<file path="config.mk">
export PLATFORM = sky130hd
export DESIGN_NAME = sensor_afe_spi_control_regs
export DESIGN_NICKNAME = d
export VERILOG_FILES = /design/src/hdl/afe_spi_pkg.sv /design/src/hdl/sensor_afe_spi_control_regs.sv
export SDC_FILE = /design/constraint.sdc
export NUM_CORES = 1
export LEC_CHECK = 0
export BUFFER_PORTS_ARGS = -buffer_cell sky130_fd_sc_hd__buf_2
export CAP_MARGIN = 30
export CORE_ASPECT_RATIO = 0.5
export CORE_MARGIN = 2
export CORE_UTILIZATION = 50
export CTS_BUF_LIST = sky130_fd_sc_hd__clkbuf_8
export CTS_CLUSTER_DIAMETER = 30
export CTS_CLUSTER_SIZE = 30
export DETAILED_ROUTE_END_ITERATION = 12
export PLACE_DENSITY = 0.7
export SLEW_MARGIN = 20
export SYNTH_ARGS = -nofsm -noshare
export SYNTH_HDL_FRONTEND = slang
export SYNTH_SLANG_ARGS = --single-unit
</file>
<file path="constraint.sdc">
create_clock -name clock -period 3.9 [get_ports clock]
set_input_delay 0.195 -clock clock [delete_from_list [all_inputs] [get_ports clock]]
set_output_delay 0.195 -clock clock [all_outputs]
set_load 0.02 [all_outputs]
</file>
<file path="src/hdl/afe_spi_pkg.sv">
// package of register offsets, field positions, reset values and buffer sizes
// assumes a 7-bit address space of 8-bit registers reached over a serial host port
`default_nettype none
package afe_spi_pkg;
    // register offsets
    localparam logic [6:0] ADDR_STREAM_CONTROL = 7'h03;
    localparam logic [6:0] ADDR_BURST_READ_START = 7'h09;
    localparam logic [6:0] ADDR_BURST_READ_LENGTH = 7'h0a;
    localparam logic [6:0] ADDR_PIN_DIRECTION = 7'h0e;
    localparam logic [6:0] ADDR_READY_PIN_CONTROL = 7'h11;
    localparam logic [6:0] ADDR_CHECKSUM_CONTROL = 7'h13;
    localparam logic [6:0] ADDR_CHECKSUM_VALUE = 7'h14;
    localparam logic [6:0] ADDR_RESULT_HIGH = 7'h1a;
    localparam logic [6:0] ADDR_RESULT_LOW = 7'h1b;
    // field positions
    localparam int STREAM_TYPE_BIT = 7;
    localparam int READY_ON_PIN_SIX_BIT = 7;
    localparam int READY_NO_CLEAR_BIT = 5;
    localparam int GAIN_BG_CORR_BIT = 3;
    localparam int CHECKSUM_ENABLE_BIT = 4;
    localparam int READY_AFTER_CHECKSUM_BIT = 2;
    localparam int READ_CMD_BIT = 7;
    // writable masks: reserved bits read as the reset value or zero
    localparam logic [7:0] MASK_STREAM_CONTROL = 8'hff;
    localparam logic [7:0] MASK_BURST_READ_START = 8'h7f;
    localparam logic [7:0] MASK_BURST_READ_LENGTH = 8'h07;
    localparam logic [7:0] MASK_READY_PIN_CONTROL = 8'ha8;
    localparam logic [7:0] MASK_CHECKSUM_CONTROL = 8'h14;
    localparam logic [7:0] MASK_PIN_DIRECTION = 8'h7f;
    // reset values
    localparam logic [7:0] RST_STREAM_CONTROL = 8'h00;
    localparam logic [7:0] RST_BURST_READ_START = 8'h1a;
    localparam logic [7:0] RST_BURST_READ_LENGTH = 8'h02;
    localparam logic [7:0] RST_READY_PIN_CONTROL = 8'h03;
    localparam logic [7:0] RST_CHECKSUM_CONTROL = 8'h08;
    localparam logic [7:0] RST_PIN_DIRECTION = 8'h00;
    // checksum polynomial x^8 + x^2 + x + 1
    localparam logic [7:0] CRC_POLY = 8'h07;
    localparam logic [7:0] CRC_INIT = 8'h00;
    // result buffer and general pins
    localparam int BUF_DEPTH = 2;
    localparam int BUF_WIDTH = 8;
    localparam int PIN_COUNT = 7;
    localparam int READY_PIN = 6;
endpackage : afe_spi_pkg
`default_nettype wire

</file>
<file path="src/hdl/sensor_afe_spi_control_regs.sv">
// serial host port control registers, checksum and data-ready logic
// assumes sclk, csLow and mosi are synchronous to clock and far slower than it
`default_nettype none
module sensor_afe_spi_control_regs
    import afe_spi_pkg::*;
(
    input wire logic clock,
    input wire logic srst,
    input wire logic sclk,
    input wire logic csLow,
    input wire logic mosi,
    output logic sdo,
    output logic sdoOe,
    input wire logic [afe_spi_pkg::BUF_WIDTH-1:0] resultByte,
    input wire logic resultValid,
    output logic resultReady,
    input wire logic [afe_spi_pkg::PIN_COUNT-1:0] pinIn,
    input wire logic [afe_spi_pkg::PIN_COUNT-1:0] pinDrive,
    output logic [afe_spi_pkg::PIN_COUNT-1:0] pinOut,
    output logic [afe_spi_pkg::PIN_COUNT-1:0] pinOe,
    output logic [afe_spi_pkg::PIN_COUNT-1:0] pinSeen,
    output logic readyLow,
    output logic streamControlled,
    output logic [6:0] streamRange,
    output logic [6:0] burstStartAddr,
    output logic [3:0] burstByteCount,
    output logic gainBgCorrection,
    output logic checksumEnable
);
    import afe_spi_pkg::*;

    typedef struct packed {
        logic [7:0] streamCtl;
        logic [7:0] burstStart;
        logic [7:0] burstLen;
        logic [7:0] readyCtl;
        logic [7:0] crcCtl;
        logic [7:0] pinDir;
        logic [7:0] crc;
        logic [BUF_DEPTH-1:0][BUF_WIDTH-1:0] bufMem;
        logic [1:0] bufCount;
        logic readyLow;
        logic waitChecksum;
        logic headSent;
        logic sclkPrev;
        logic [2:0] bitCnt;
        logic inCmd;
        logic isRead;
        logic [7:0] rxShift;
        logic [7:0] txShift;
        logic [6:0] addr;
        logic [6:0] frameAddr;
        logic [6:0] streamCnt;
    } state_s;

    state_s state_ff;
    state_s nxt_state;

    // checksum update over one byte, msb first
    function automatic logic [7:0] crcByte(input logic [7:0] crcIn, input logic [7:0] dat);
        logic [7:0] c;
        c = crcIn ^ dat;
        for (int i = 0; i < 8; i++) begin
            c = c[7] ? ((c << 1) ^ CRC_POLY) : (c << 1);
        end
        return c;
    endfunction : crcByte

    logic sclkRise;
    logic sclkFall;
    logic byteDone;
    logic [7:0] rxByte;
    logic [6:0] rdAddr;
    logic [7:0] rdData;
    logic doRead;
    logic doWrite;
    logic bufPop;
    logic bufPush;
    logic commit;
    logic [6:0] nextAddr;

    // edge detection on the sampled serial clock; frame active only with csLow
    assign sclkRise = !csLow && sclk && !state_ff.sclkPrev;
    assign sclkFall = !csLow && !sclk && state_ff.sclkPrev;
    assign byteDone = sclkRise && (state_ff.bitCnt == 3'h7);
    assign rxByte = {state_ff.rxShift[6:0], mosi};
    assign resultReady = (state_ff.bufCount != 2'(BUF_DEPTH)); // stalls producer when full
    assign bufPush = resultValid && resultReady;

    // address stepping: normal streaming counts up, controlled wraps after range+1
    always_comb begin
        nextAddr = 7'(state_ff.addr + 7'h01);
        if (state_ff.streamCtl[STREAM_TYPE_BIT] &&
            (state_ff.streamCnt >= state_ff.streamCtl[6:0])) begin
            nextAddr = state_ff.frameAddr;
        end
    end

    // read address is the command address for the first byte, then the stepped one
    assign rdAddr = state_ff.inCmd ? rxByte[6:0] : nextAddr;
    assign doRead = byteDone && (state_ff.inCmd ? rxByte[READ_CMD_BIT] : state_ff.isRead);
    assign doWrite = byteDone && !state_ff.inCmd && !state_ff.isRead;

    // read mux; reserved bits come out as stored masked values
    always_comb begin
        rdData = 8'h00; // unmapped addresses read as zero
        if (rdAddr == ADDR_STREAM_CONTROL) begin
            rdData = state_ff.streamCtl;
        end else if (rdAddr == ADDR_BURST_READ_START) begin
            rdData = state_ff.burstStart;
        end else if (rdAddr == ADDR_BURST_READ_LENGTH) begin
            rdData = state_ff.burstLen;
        end else if (rdAddr == ADDR_PIN_DIRECTION) begin
            rdData = state_ff.pinDir;
        end else if (rdAddr == ADDR_READY_PIN_CONTROL) begin
            rdData = state_ff.readyCtl;
        end else if (rdAddr == ADDR_CHECKSUM_CONTROL) begin
            rdData = state_ff.crcCtl;
        end else if (rdAddr == ADDR_CHECKSUM_VALUE) begin
            rdData = state_ff.crc;
        end else if (rdAddr == ADDR_RESULT_HIGH || rdAddr == ADDR_RESULT_LOW) begin
            rdData = (state_ff.bufCount != 2'h0) ? state_ff.bufMem[0] : 8'h00;
        end
    end

    // a read byte takes effect when the host samples its first bit; the byte
    // loaded ahead at the end of a frame is never sent and so has no effect
    assign commit = sclkRise && !state_ff.inCmd && state_ff.isRead &&
                    (state_ff.bitCnt == 3'h0);
    assign bufPop = commit && state_ff.headSent;

    // next-state logic for serial engine, registers, buffer and checksum
    always_comb begin
        logic releaseReady;
        logic lastByte;
        logic [1:0] pushSlot;
        releaseReady = 1'b0;
        lastByte = 1'b0;
        pushSlot = 2'h0;
        nxt_state = state_ff;
        nxt_state.sclkPrev = sclk;

        // serial shifting, mode 0: sample on rise, shift out on fall
        if (csLow) begin
            nxt_state.bitCnt = 3'h0;
            nxt_state.inCmd = 1'b1;
        end else begin
            if (sclkRise) begin
                nxt_state.rxShift = rxByte;
                nxt_state.bitCnt = 3'(state_ff.bitCnt + 3'h1);
            end
            // the fall after a byte boundary keeps the freshly loaded msb on sdo
            if (sclkFall && state_ff.bitCnt != 3'h0) begin
                nxt_state.txShift = {state_ff.txShift[6:0], 1'b0};
            end
            if (byteDone) begin
                nxt_state.inCmd = 1'b0;
                if (state_ff.inCmd) begin
                    nxt_state.isRead = rxByte[READ_CMD_BIT];
                    nxt_state.addr = rxByte[6:0];
                    nxt_state.frameAddr = rxByte[6:0];
                    nxt_state.streamCnt = 7'h00;
                end else if (state_ff.isRead) begin
                    nxt_state.addr = nextAddr;
                    nxt_state.streamCnt = (nextAddr == state_ff.frameAddr) ? 7'h00 :
                                          7'(state_ff.streamCnt + 7'h01);
                end
            end
            if (doRead) begin
                nxt_state.txShift = rdData;
                // remember whether the loaded byte is the buffer head, so only
                // a byte that really leaves the buffer can pop it
                nxt_state.headSent = (state_ff.bufCount != 2'h0) &&
                                     (rdAddr == ADDR_RESULT_HIGH || rdAddr == ADDR_RESULT_LOW);
            end
        end

        // register writes, reserved bits held at reset value
        if (doWrite) begin
            if (state_ff.addr == ADDR_STREAM_CONTROL) begin
                nxt_state.streamCtl = rxByte & MASK_STREAM_CONTROL;
            end else if (state_ff.addr == ADDR_BURST_READ_START) begin
                nxt_state.burstStart = rxByte & MASK_BURST_READ_START;
            end else if (state_ff.addr == ADDR_BURST_READ_LENGTH) begin
                nxt_state.burstLen = rxByte & MASK_BURST_READ_LENGTH;
            end else if (state_ff.addr == ADDR_PIN_DIRECTION) begin
                nxt_state.pinDir = rxByte & MASK_PIN_DIRECTION;
            end else if (state_ff.addr == ADDR_READY_PIN_CONTROL) begin
                nxt_state.readyCtl = (rxByte & MASK_READY_PIN_CONTROL) |
                                     (RST_READY_PIN_CONTROL & ~MASK_READY_PIN_CONTROL);
            end else if (state_ff.addr == ADDR_CHECKSUM_CONTROL) begin
                nxt_state.crcCtl = (rxByte & MASK_CHECKSUM_CONTROL) |
                                   (RST_CHECKSUM_CONTROL & ~MASK_CHECKSUM_CONTROL);
            end
        end

        // checksum accumulates every byte the host takes while enabled, except the checksum value
        // itself, over the very byte on the wire; a byte loaded ahead at frame end is not counted
        if (commit && state_ff.crcCtl[CHECKSUM_ENABLE_BIT] &&
            state_ff.addr != ADDR_CHECKSUM_VALUE) begin
            nxt_state.crc = crcByte(state_ff.crc, state_ff.txShift);
        end

        // result buffer: pop the head, shift, then append
        lastByte = bufPop && (state_ff.bufCount == 2'h1 ||
                   (state_ff.bufCount == 2'h2 && state_ff.addr == ADDR_RESULT_LOW));
        if (bufPop) begin
            nxt_state.bufMem[0] = state_ff.bufMem[1];
        end
        pushSlot = bufPop ? 2'(state_ff.bufCount - 2'h1) : state_ff.bufCount;
        if (bufPush) begin
            // a push only lands below two entries, so the slot fits in one bit
            nxt_state.bufMem[pushSlot[0]] = resultByte;
        end
        nxt_state.bufCount = 2'(state_ff.bufCount + {1'b0, bufPush} - {1'b0, bufPop});

        // data-ready: low once a whole sample sits in the buffer
        if (lastByte && !state_ff.readyLow) begin
            releaseReady = 1'b0;
        end else if (lastByte) begin
            if (state_ff.crcCtl[READY_AFTER_CHECKSUM_BIT]) begin
                nxt_state.waitChecksum = 1'b1;
            end else begin
                releaseReady = 1'b1;
            end
        end
        if (state_ff.waitChecksum && commit && state_ff.addr == ADDR_CHECKSUM_VALUE) begin
            nxt_state.waitChecksum = 1'b0;
            releaseReady = 1'b1;
        end
        if (releaseReady) begin
            nxt_state.readyLow = 1'b0;
        end
        // a new full sample wins over a release in the same cycle
        if (nxt_state.bufCount == 2'(BUF_DEPTH) && bufPush) begin
            nxt_state.readyLow = 1'b1;
        end

        // checksum clear: any write to the value, or ready release unless disabled
        if ((doWrite && state_ff.addr == ADDR_CHECKSUM_VALUE) ||
            (releaseReady && !state_ff.readyCtl[READY_NO_CLEAR_BIT])) begin
            nxt_state.crc = CRC_INIT;
        end

        if (srst) begin
            nxt_state = '0;
            nxt_state.streamCtl = RST_STREAM_CONTROL;
            nxt_state.burstStart = RST_BURST_READ_START;
            nxt_state.burstLen = RST_BURST_READ_LENGTH;
            nxt_state.readyCtl = RST_READY_PIN_CONTROL;
            nxt_state.crcCtl = RST_CHECKSUM_CONTROL;
            nxt_state.pinDir = RST_PIN_DIRECTION;
            nxt_state.crc = CRC_INIT;
            nxt_state.inCmd = 1'b1;
            nxt_state.sclkPrev = 1'b0;
        end
    end

    // single state register
    always_ff @(posedge clock) begin
        state_ff <= nxt_state;
    end

    // general pins: direction per bit, pin six may carry active-low data-ready
    for (genvar p = 0; p < PIN_COUNT; p++) begin : g_pin
        if (p == READY_PIN) begin : g_ready
            assign pinOe[p] = state_ff.readyCtl[READY_ON_PIN_SIX_BIT] | state_ff.pinDir[p];
            assign pinOut[p] = state_ff.readyCtl[READY_ON_PIN_SIX_BIT] ?
                               !state_ff.readyLow : pinDrive[p];
        end else begin : g_plain
            assign pinOe[p] = state_ff.pinDir[p];
            assign pinOut[p] = pinDrive[p];
        end
        assign pinSeen[p] = pinIn[p];
    end

    // serial output and decoded control fields
    assign sdo = state_ff.txShift[7];
    assign sdoOe = !csLow;
    assign readyLow = !state_ff.readyLow;
    assign streamControlled = state_ff.streamCtl[STREAM_TYPE_BIT];
    assign streamRange = state_ff.streamCtl[6:0];
    assign burstStartAddr = state_ff.burstStart[6:0];
    assign burstByteCount = {1'b0, state_ff.burstLen[2:0]} + 4'h1;
    assign gainBgCorrection = state_ff.readyCtl[GAIN_BG_CORR_BIT];
    assign checksumEnable = state_ff.crcCtl[CHECKSUM_ENABLE_BIT];

endmodule : sensor_afe_spi_control_regs
`default_nettype wire

</file>
==> out/qor.csv, run 1 <==
stage,metric,value,unit
placement,gp_congestion,0.972,
power,p_comb_share,5.6,%
logic_synthesis,synth-main-ff-cell,dfxtp_1,
setup_path,path_cells,"inv_1, ha_1, and4_1, o21ai_2, or4_1, o211ai_1, a21o_1, and4_1, a32o_1, a211oi_2, o41ai_2",
global_routing,grt_usage,26.4,%
floorplanning,num_io_pins,74,
logic_synthesis,netlist_top_cells_count,"nor2_1, dfxtp_1, nand2_1, mux2i_1, a21oi_1",
clock_tree,clk_pin_slew_worst_paths,110,ps
setup_path,worst_setup_path_start_kind,flip-flop,
routing,post-route-drc-count,0,
power,total_power,2.02,mW
logic_synthesis,synth_top_area_share,33.8,%
setup_path,worstSetupPathType,flip-flop to flip-flop,
layout,final_nets,765,
sta,rsz0062_at_grt,no,
floorplanning,fp.dieH,81.4,um
logic_synthesis,synth-seq-cells,101,
logic_synthesis,syn-num-nets,759,
clock_tree,post_cts.resized_instances,0,
clock_tree,clock_path_buffers,2,
global_routing,antenna_found_initial,0,
layout,drive_gt1_share,15.1,%
sta,min_period_over_period,87.9,%
clock_tree,root_buffer,clkbuf_8,
sta,fin_hold_ws,54.0,ps
setup_path,rr_startpoint,streamRange[6],
sta,final-setup-viol-count,0,
setup_path,startpoint,streamRange[6],
clock_tree,cts_tree,done,
global_routing,grt_pass1_wl,26300,um
floorplanning,coreArea,11700,um^2
global_routing,grt_max_degree,40,
floorplanning,rows,28,
clock_tree,numCtsBuffers,9,
placement,placed_cells,873,
logic_synthesis,synth_top_area_cell,dfxtp_1,
routing,drt-initial-drc-count,459,
power,p_leak,2.54,nW
logic_synthesis,async_flop_share,0,%
power,p_int,1.54,mW
power,power.switching,0.479,mW
routing,detail_route.wl_per_cell,19.1,um
sta,drv_slew,0,
layout,stdcell_count,889,
floorplanning,start_util,51.0,%
logic_synthesis,synth_edf_count,0,
setup_path,crit_family,compound AO/OA/AOI/OAI gates,
sta,hold_viol,0,
setup_path,crit_slowest_cell,and4_1,
setup_path,worst_ep_arrival_time,3710,ps
power,seqPwrFrac,53.0,%
setup_path,crit_fanout,11,
setup_path,crit_top_cell,and4_1,
sta,tightest_slew,832,ps
power,p_sw_share,23.7,%
status,outcome,finished clean,
setup_path,slowest_delay,500,ps
power,p_per_area,316,nW/um^2
logic_synthesis,synth.area.top_cells,"dfxtp_1, mux2i_1, nor2_1",
min_path,hold_class,input port to flip-flop,
power,irDropWorstVdd,0.219,mV
setup_path,crit_path_end_kind,flip-flop,
clock_tree,clk_latency,380,ps
job,cap_violations,0,
setup_path,cp_num_buf_inv,1,
logic_synthesis,synth_cell_type_count,82,
logic_synthesis,synthCells,713,
floorplanning,fp.dieArea,12900,um^2
logic_synthesis,syn_area_per_cell,8.40,um^2
global_routing,first_global_vias,4680,
logic_synthesis,yosys_warnings,0,
routing,route.vias.total,5202,
routing,avgViaCountPerCell,5.85,
placement,dp_hpwl,12700,um
logic_synthesis,synth_sequential_area_ratio,33.8,%
min_path,hold_start,resultByte[6],
sta,clock_skew,14.3,ps
clock_tree,hold_buffers,0,
layout,num_antenna_cells,0,
global_routing,grt-ovfl-total,0,
layout,fin_util,54.4,%
clock_tree,htreeDepth,3,
routing,first_pass_iters,5,
routing,ant_nets,0,
setup_path,critPathRequiredTime,4180,ps
sta,fmax,292,MHz
clock_tree,cts.sinks,101,
power,clkPwrFrac,41.5,%
sta,min_period,3430,ps
logic_synthesis,yosysMostFrequentCell,nor2_1,
layout,syn2layout_area_growth,6.56,%
floorplanning,chipWidth,159,um
clock_tree,cts_setup_buffers,0,
sta,relSlewSlack,43.9,%
placement,port_buffers,47,
logic_synthesis,netlist_area,5990,um^2
sta,final.setup.tns,0,ps
routing,routed_wl,17000,um
## area by class of cell
class,instances,area [um^2]
Clock inverter,6,115
Clock buffer,10,138
Inverter,29,109
Multi-Input combinational cell,518,3460
Tap cell,165,206
Fill cell,1104,5350
Timing Repair Buffer,60,333
Sequential cell,101,2020
## power groups by stage
| stage | Clock (mW) | Combinational [mW] | Sequential (mW) |
|---|---|---|---|
| after global routing | 0.880 | 0.126 | 1.07 |
| after detailed placement | 0 | 0.112 | 1.09 |
| final | 0.837 | 0.112 | 1.07 |
| after floorplan | 0 | 0.104 | 1.08 |
| after CTS | 0.852 | 0.113 | 1.07 |
| after global placement | 0 | 0.111 | 1.09 |
## layout by cell type, fill, tap and decap left out, types with 4 or more instances in the layout
cell        n
nand2_1    56
nor3_1     10
xnor2_1    31
nor3b_1     6
o21ai_0    19
mux2i_1    44
inv_1      29
dfxtp_1   101
nor2b_1     9
o211ai_1    4
or3_1       5
nand3_1    21
a21o_1      4
a21oi_1    39
a31oi_1     7
o31ai_1     5
a311oi_1    8
and2_1      6
o21ai_1     5
and3_1      5
ha_1       18
nand4_1     7
nor2_1    109
xor2_1      9
o21a_1      4
a22oi_1     7
buf_2      47
a211o_1     5
clkbuf_8   10
buf_4      13
a211oi_1    6
## sequential cells by signal (all words and copies together) (netlist names)
signal	flops
burstStartAddr	7
checksumEnable	1
gainBgCorrection	1
pinOe	6
rxByte	7
sdo	1
state_ff	70
streamControlled	1
streamRange	7
## worst paths after layout
path / end / depth (start not counted) / slack [ps]
worst max-delay path: state_ff[26] / 11 / 470
worst min-delay path: state_ff[62] / 3 / 50
worst max register to register: state_ff[26] / 11 / 470
worst min register to register: state_ff[43] / 2 / 480
## metrics by stage
step / setup slack, ps / area, um^2
floorplan: 1130 / 5990
global placement: 596 / 6130
detailed placement: 593 / 6130
CTS: 557 / 6380
global route: 354 / 6380
finish: 471 / 6380
## worst reg2reg max path, stage by stage (launching register included)
cell and delay, ps:
dfxtp_1 470, inv_1 70, ha_1 320, and4_1 240
o21ai_2 120, or4_1 450, o211ai_1 200, a21o_1 420
and4_1 500, a32o_1 210, a211oi_2 50, o41ai_2 280
## metal layers
layer | up-vias | global-route usage (%) | part of all wire [%]
li1 | 2493 | - | -
met1 | 2469 | 36.8 | 47
met2 | 207 | 41.2 | 42
met3 | 33 | 6.33 | 8.8
met4 | 0 | 7.25 | 1.9
met5 | - | 0 | 0
## kinds of logic (layout without fill, tap and decap cells)
kind of cell               after synthesis  in the layout  synth area share [%]
and+or+nand+nor                        268            268                  22.5
AOI/OAI and AO/OA                      146            146                  17.9
DFF                                    101            101                  33.8
buffers and inverters                   94            105                  8.48
muxes                                   45             45                  7.54
xor gates and xnor gates                41             41                  6.12
adders and majority gates               18             18                  3.76
Power figures use the tool's default switching activity.
==> inputs of run 2 (changes only) <==
==> constraint.sdc (replaced) <==
create_clock -name clock -period 3.9 [get_ports clock]
set_input_delay 0 -clock clock [delete_from_list [all_inputs] [get_ports clock]]
set_output_delay 0 -clock clock [all_outputs]
set_load 0.02 [all_outputs]
==> out/qor.csv, run 2 (same netlist as run 1, synthesis figures left out) <==
stage,metric,value,unit
global_routing,grt_pass1_wl,26100,um
power,p_leak,2.57,nW
setup_path,path_cells,"inv_1, ha_1, o21a_1, o21ai_2, nor2_2, o311ai_1, and4_1, a32o_1, a211oi_2, o41ai_2",
floorplanning,fp.dieH,81.4,um
setup_path,crit_slowest_cell,o311ai_1,
clock_tree,clock_path_buffers,2,
sta,final.setup.tns,0,ps
sta,hold_viol,0,
clock_tree,htreeDepth,3,
routing,routed_wl,16900,um
routing,ant_nets,0,
layout,drive_gt1_share,14.6,%
layout,final_nets,775,
setup_path,crit_path_end_kind,flip-flop,
job,cap_violations,0,
layout,syn2layout_area_growth,7.58,%
layout,num_antenna_cells,0,
sta,min_period_over_period,86.8,%
routing,post-route-drc-count,0,
layout,fillers,1075,
floorplanning,chipWidth,159,um
clock_tree,cts_setup_buffers,0,
clock_tree,post_cts.resized_instances,0,
setup_path,worst_setup_path_start_kind,flip-flop,
clock_tree,clk_latency,380,ps
sta,tightest_slew,910,ps
sta,relSlewSlack,38.4,%
sta,rsz0062_at_grt,no,
placement,port_buffers,47,
floorplanning,start_util,51.0,%
setup_path,worst_ep_arrival_time,3670,ps
placement,placed_cells,872,
layout,final_common_cell,nor2_1,
sta,clock_skew,10.1,ps
clock_tree,numCtsBuffers,9,
floorplanning,fp.dieArea,12900,um^2
routing,route.vias.total,5221,
routing,detail_route.wl_per_cell,18.8,um
setup_path,slowest_delay,810,ps
layout,stdcell_count,898,
placement,gp_congestion,0.984,
power,irDropWorstVdd,0.228,mV
sta,drv_slew,0,
placement,dp_hpwl,12500,um
floorplanning,coreArea,11700,um^2
routing,drt-initial-drc-count,487,
floorplanning,num_io_pins,74,
status,outcome,finished clean,
global_routing,grt_usage,26.3,%
floorplanning,rows,28,
global_routing,grt_max_degree,58,
global_routing,antenna_found_initial,1,
routing,first_pass_iters,5,
layout,regMostFlops,state_ff,
clock_tree,cts.sinks,101,
layout,largest_reg_flops,70,
clock_tree,clk_pin_slew_worst_paths,100,ps
global_routing,grt-ovfl-total,0,
setup_path,critPathRequiredTime,4190,ps
global_routing,first_global_vias,4638,
layout,final_cell_mix,"nor2_1, dfxtp_1, nand2_1, buf_2, mux2i_1",
sta,min_period,3390,ps
sta,final-setup-viol-count,0,
setup_path,worstSetupPathType,flip-flop to flip-flop,
routing,avgViaCountPerCell,5.81,
sta,fmax,295,MHz
clock_tree,cts_tree,done,
min_path,hold_class,input port to primary output,
power,p_per_area,300,nW/um^2
setup_path,crit_fanout,7,
clock_tree,root_buffer,clkbuf_8,
run 2: power breakdown:
group | total (mW) | leakage, nW | switching (mW) | internal [mW]
clock | 0.741 | 0.109 | 0.382 | 0.359
sequential | 1.07 | 0.817 | 0.0187 | 1.05
combinational | 0.121 | 1.64 | 0.0742 | 0.0464
total | 1.93 | 2.57 | 0.475 | 1.46
run 2: repair_timing:
item,4_1_cts,5_1_grt
endpoints found under the setup margin,0,0
endpoints found under the hold margin,22,0
hold buffers,11,0
run 2: per-stage QoR:
| step | cell area (um^2) | util [%] | worst slack, ps | hold WS (ps) | power [mW] |
|---|---|---|---|---|---|
| 2_1_floorplan | 5990 | - | 1130 | 76.6 | 1.19 |
| 3_3_place_gp | 6120 | 52.2 | 640 | 0.137 | 1.20 |
| 3_5_place_dp | 6120 | 52.2 | 684 | 0.137 | 1.20 |
| 4_1_cts | 6440 | 54.9 | 627 | 0.137 | 1.94 |
| 5_1_grt | 6440 | 54.9 | 393 | 0.0259 | 2.00 |
| 6_report | 6440 | 54.9 | 514 | 0.00736 | 1.93 |
run 2: layout make-up:
cell class,instances,area [um^2],area share (%)
Sequential cell,101,2020,31.4
Timing Repair Buffer,70,435,6.76
Clock buffer,9,124,1.92
Tap cell,165,206,3.20
Inverter,29,109,1.69
Clock inverter,6,87.6,1.36
Multi-Input combinational cell,518,3460,53.7
run 2: routing by layer:
layer / track usage (%) / vias up / share of wire, %
met2: 41.4 / 186 / 42
met3: 5.21 / 39 / 7.0
met4: 5.96 / 0 / 1.7
li1: - / 2499 / -
met1: 37.3 / 2497 / 49
met5: 0 / - / 0
run 2: path summary, 6_finish.rpt:
check / startpoint / to / slack [ps] / depth (start not counted)
worst min register to register: state_ff[43] / state_ff[43] / 480 / 2
worst min-delay path: pinDrive[0] / pinOut[0] / 0.007 / 0
worst max-delay path: streamRange[2] / state_ff[26] / 510 / 10
worst max register to register: streamRange[2] / state_ff[26] / 510 / 10
run 2: critical path: cells and delay by family (launching register included):
kind / cells / cell delay, ps
flops: 1 / 450
simple gates: 2 / 700
fa+ha+maj: 1 / 290
buf+inv: 1 / 70
compound gates: 6 / 1780
==> inputs of run 3 (changes only) <==
Settings changed: CORE_MARGIN 2 to 10.
Clock period 3.9 ns to 3.4 ns, I/O delays scaled along.
==> out/qor.csv, run 3 (same netlist as run 1, synthesis figures left out) <==
stage,metric,value,unit
global_routing,grt_usage,20.2,%
global_routing,antenna_found_initial,0,
routing,post-route-drc-count,0,
placement,port_buffers,47,
floorplanning,start_util,50.9,%
routing,drt-initial-drc-count,526,
routing,route.vias.total,5180,
placement,dp_hpwl,13000,um
sta,hold_viol,0,
global_routing,grt_max_degree,57,
sta,rsz0062_at_grt,no,
routing,avgViaCountPerCell,5.66,
setup_path,worstSetupPathType,flip-flop to flip-flop,
routing,ant_nets,0,
floorplanning,fp.dieArea,17000,um^2
clock_tree,cts.sinks,101,
clock_tree,cts_tree,done,
routing,first_pass_iters,4,
setup_path,worst_ep_arrival_time,3520,ps
layout,final_nets,791,
power,power.switching,0.584,mW
layout,largest_reg_flops,70,
floorplanning,fp.dieH,97.4,um
power,clkPwrFrac,37.8,%
min_path,hold_class,input port to primary output,
clock_tree,root_buffer,clkbuf_8,
setup_path,startpoint,streamRange[5],
min_path,hold_start,pinIn[1],
layout,final_cell_mix,"nor2_1, dfxtp_1, nand2_1, buf_2, mux2i_1",
power,seqPwrFrac,55.9,%
floorplanning,num_io_pins,74,
placement,gp_congestion,0.998,
clock_tree,numCtsBuffers,9,
setup_path,crit_fanout,8,
placement,pre_cts_ws,160,ps
sta,min_period_over_period,94.6,%
status,outcome,finished clean,
layout,num_antenna_cells,0,
floorplanning,rows,28,
clock_tree,cts_setup_buffers,0,
sta,tightest_slew,756,ps
setup_path,crit_path_end_kind,flip-flop,
clock_tree,clk_latency,390,ps
layout,regMostFlops,state_ff,
clock_tree,clock_path_buffers,2,
routing,detail_route.wl_per_cell,19.1,um
setup_path,rr_startpoint,streamRange[5],
global_routing,grt-ovfl-total,0,
power,p_int,1.61,mW
power,p_per_area,334,nW/um^2
routing,routed_wl,17400,um
sta,final-setup-viol-count,0,
setup_path,worst_setup_path_start_kind,flip-flop,
floorplanning,coreArea,11800,um^2
power,p_comb_share,6.4,%
layout,final_common_cell,nor2_1,
setup_path,critPathRequiredTime,3700,ps
power,p_sw_share,26.6,%
job,cap_violations,0,
sta,setup_slack,183,ps
sta,min_period,3220,ps
sta,final.setup.tns,0,ps
sta,clock_skew,10.2,ps
global_routing,first_global_vias,4714,
global_routing,grt_pass1_wl,27400,um
clock_tree,htreeDepth,3,
power,p_leak,2.63,nW
floorplanning,chipWidth,175,um
sta,drv_slew,0,
layout,drive_gt1_share,16.7,%
layout,syn2layout_area_growth,9.73,%
sta,fmax,311,MHz
clock_tree,clk_pin_slew_worst_paths,110,ps
sta,relSlewSlack,48.8,%
power,irDropWorstVdd,0.157,mV
run 3: cell types whose count changed in the layout (fill, tap and decap cells not counted), sizes merged:
| cell | previous run | this run |
|---|---|---|
| clkinv | 3 | 2 |
| inv | 30 | 31 |
| clkinvlp | 0 | 2 |
| bufinv | 2 | 1 |
| buf | 59 | 75 |
run 3: layout make-up:
class | count | area, um^2
Timing Repair Buffer | 86 | 568
Sequential cell | 101 | 2020
Clock inverter | 7 | 82.6
Multi-Input combinational cell | 518 | 3460
Fill cell | 1129 | 5200
Inverter | 29 | 109
Clock buffer | 9 | 124
Tap cell | 165 | 206
run 3: critical path: stages (launching register included):
cell      delay, ps
dfxtp_1         450
inv_1            80
ha_1            340
a211oi_4        290
or2_4           220
nand2_4          80
o311ai_4        510
nand2_2         120
and3b_1         470
a32o_1          250
a211oi_2         40
o41ai_2         280
run 3: power by group through the flow:
stage	clock network [mW]	registers, mW	logic, mW
floorplan	0	1.24	0.119
global placement	0	1.25	0.128
detailed placement	0	1.25	0.130
CTS	0.833	1.23	0.140
global route	0.883	1.23	0.156
finish	0.829	1.23	0.140
run 3: final timing paths:
kind	depth (start not counted)	endpoint	slack [ps]
setup / recovery	11	state_ff[26]	180
hold / removal	0	pinSeen[1]	0.008
setup reg to reg	11	state_ff[26]	180
hold reg to reg	2	state_ff[43]	480
run 3: metal layers:
layer | share of wire (%) | routed length, um | up-vias | GRT usage (%)
li1 | - | - | 2543 | -
met1 | 48 | 8410 | 2454 | 28.5
met2 | 43 | 7520 | 146 | 29.4
met3 | 6.9 | 1200 | 37 | 5.04
met4 | 1.8 | 317 | 0 | 6.09
met5 | 0 | 0 | - | 0
run 3: per-stage QoR:
stage | utilization (%) | power, mW | hold WS (ps) | std cells | area [um^2]
2_1_floorplan | - | 1.36 | 76.6 | 713 | 5990
3_3_place_gp | 53.1 | 1.38 | 0.236 | 888 | 6250
3_5_place_dp | 53.1 | 1.38 | 0.236 | 888 | 6250
4_1_cts | 55.8 | 2.20 | 0.236 | 915 | 6570
5_1_grt | 55.8 | 2.27 | 0.0363 | 915 | 6570
6_report | 55.8 | 2.20 | 0.00777 | 915 | 6570
run 3: what timing repair did:
item                                    CTS  global route
endpoints found under the hold margin    22             0
gates resized for setup                   0             1
hold buffers                             11             0
endpoints found under the setup margin    0             2
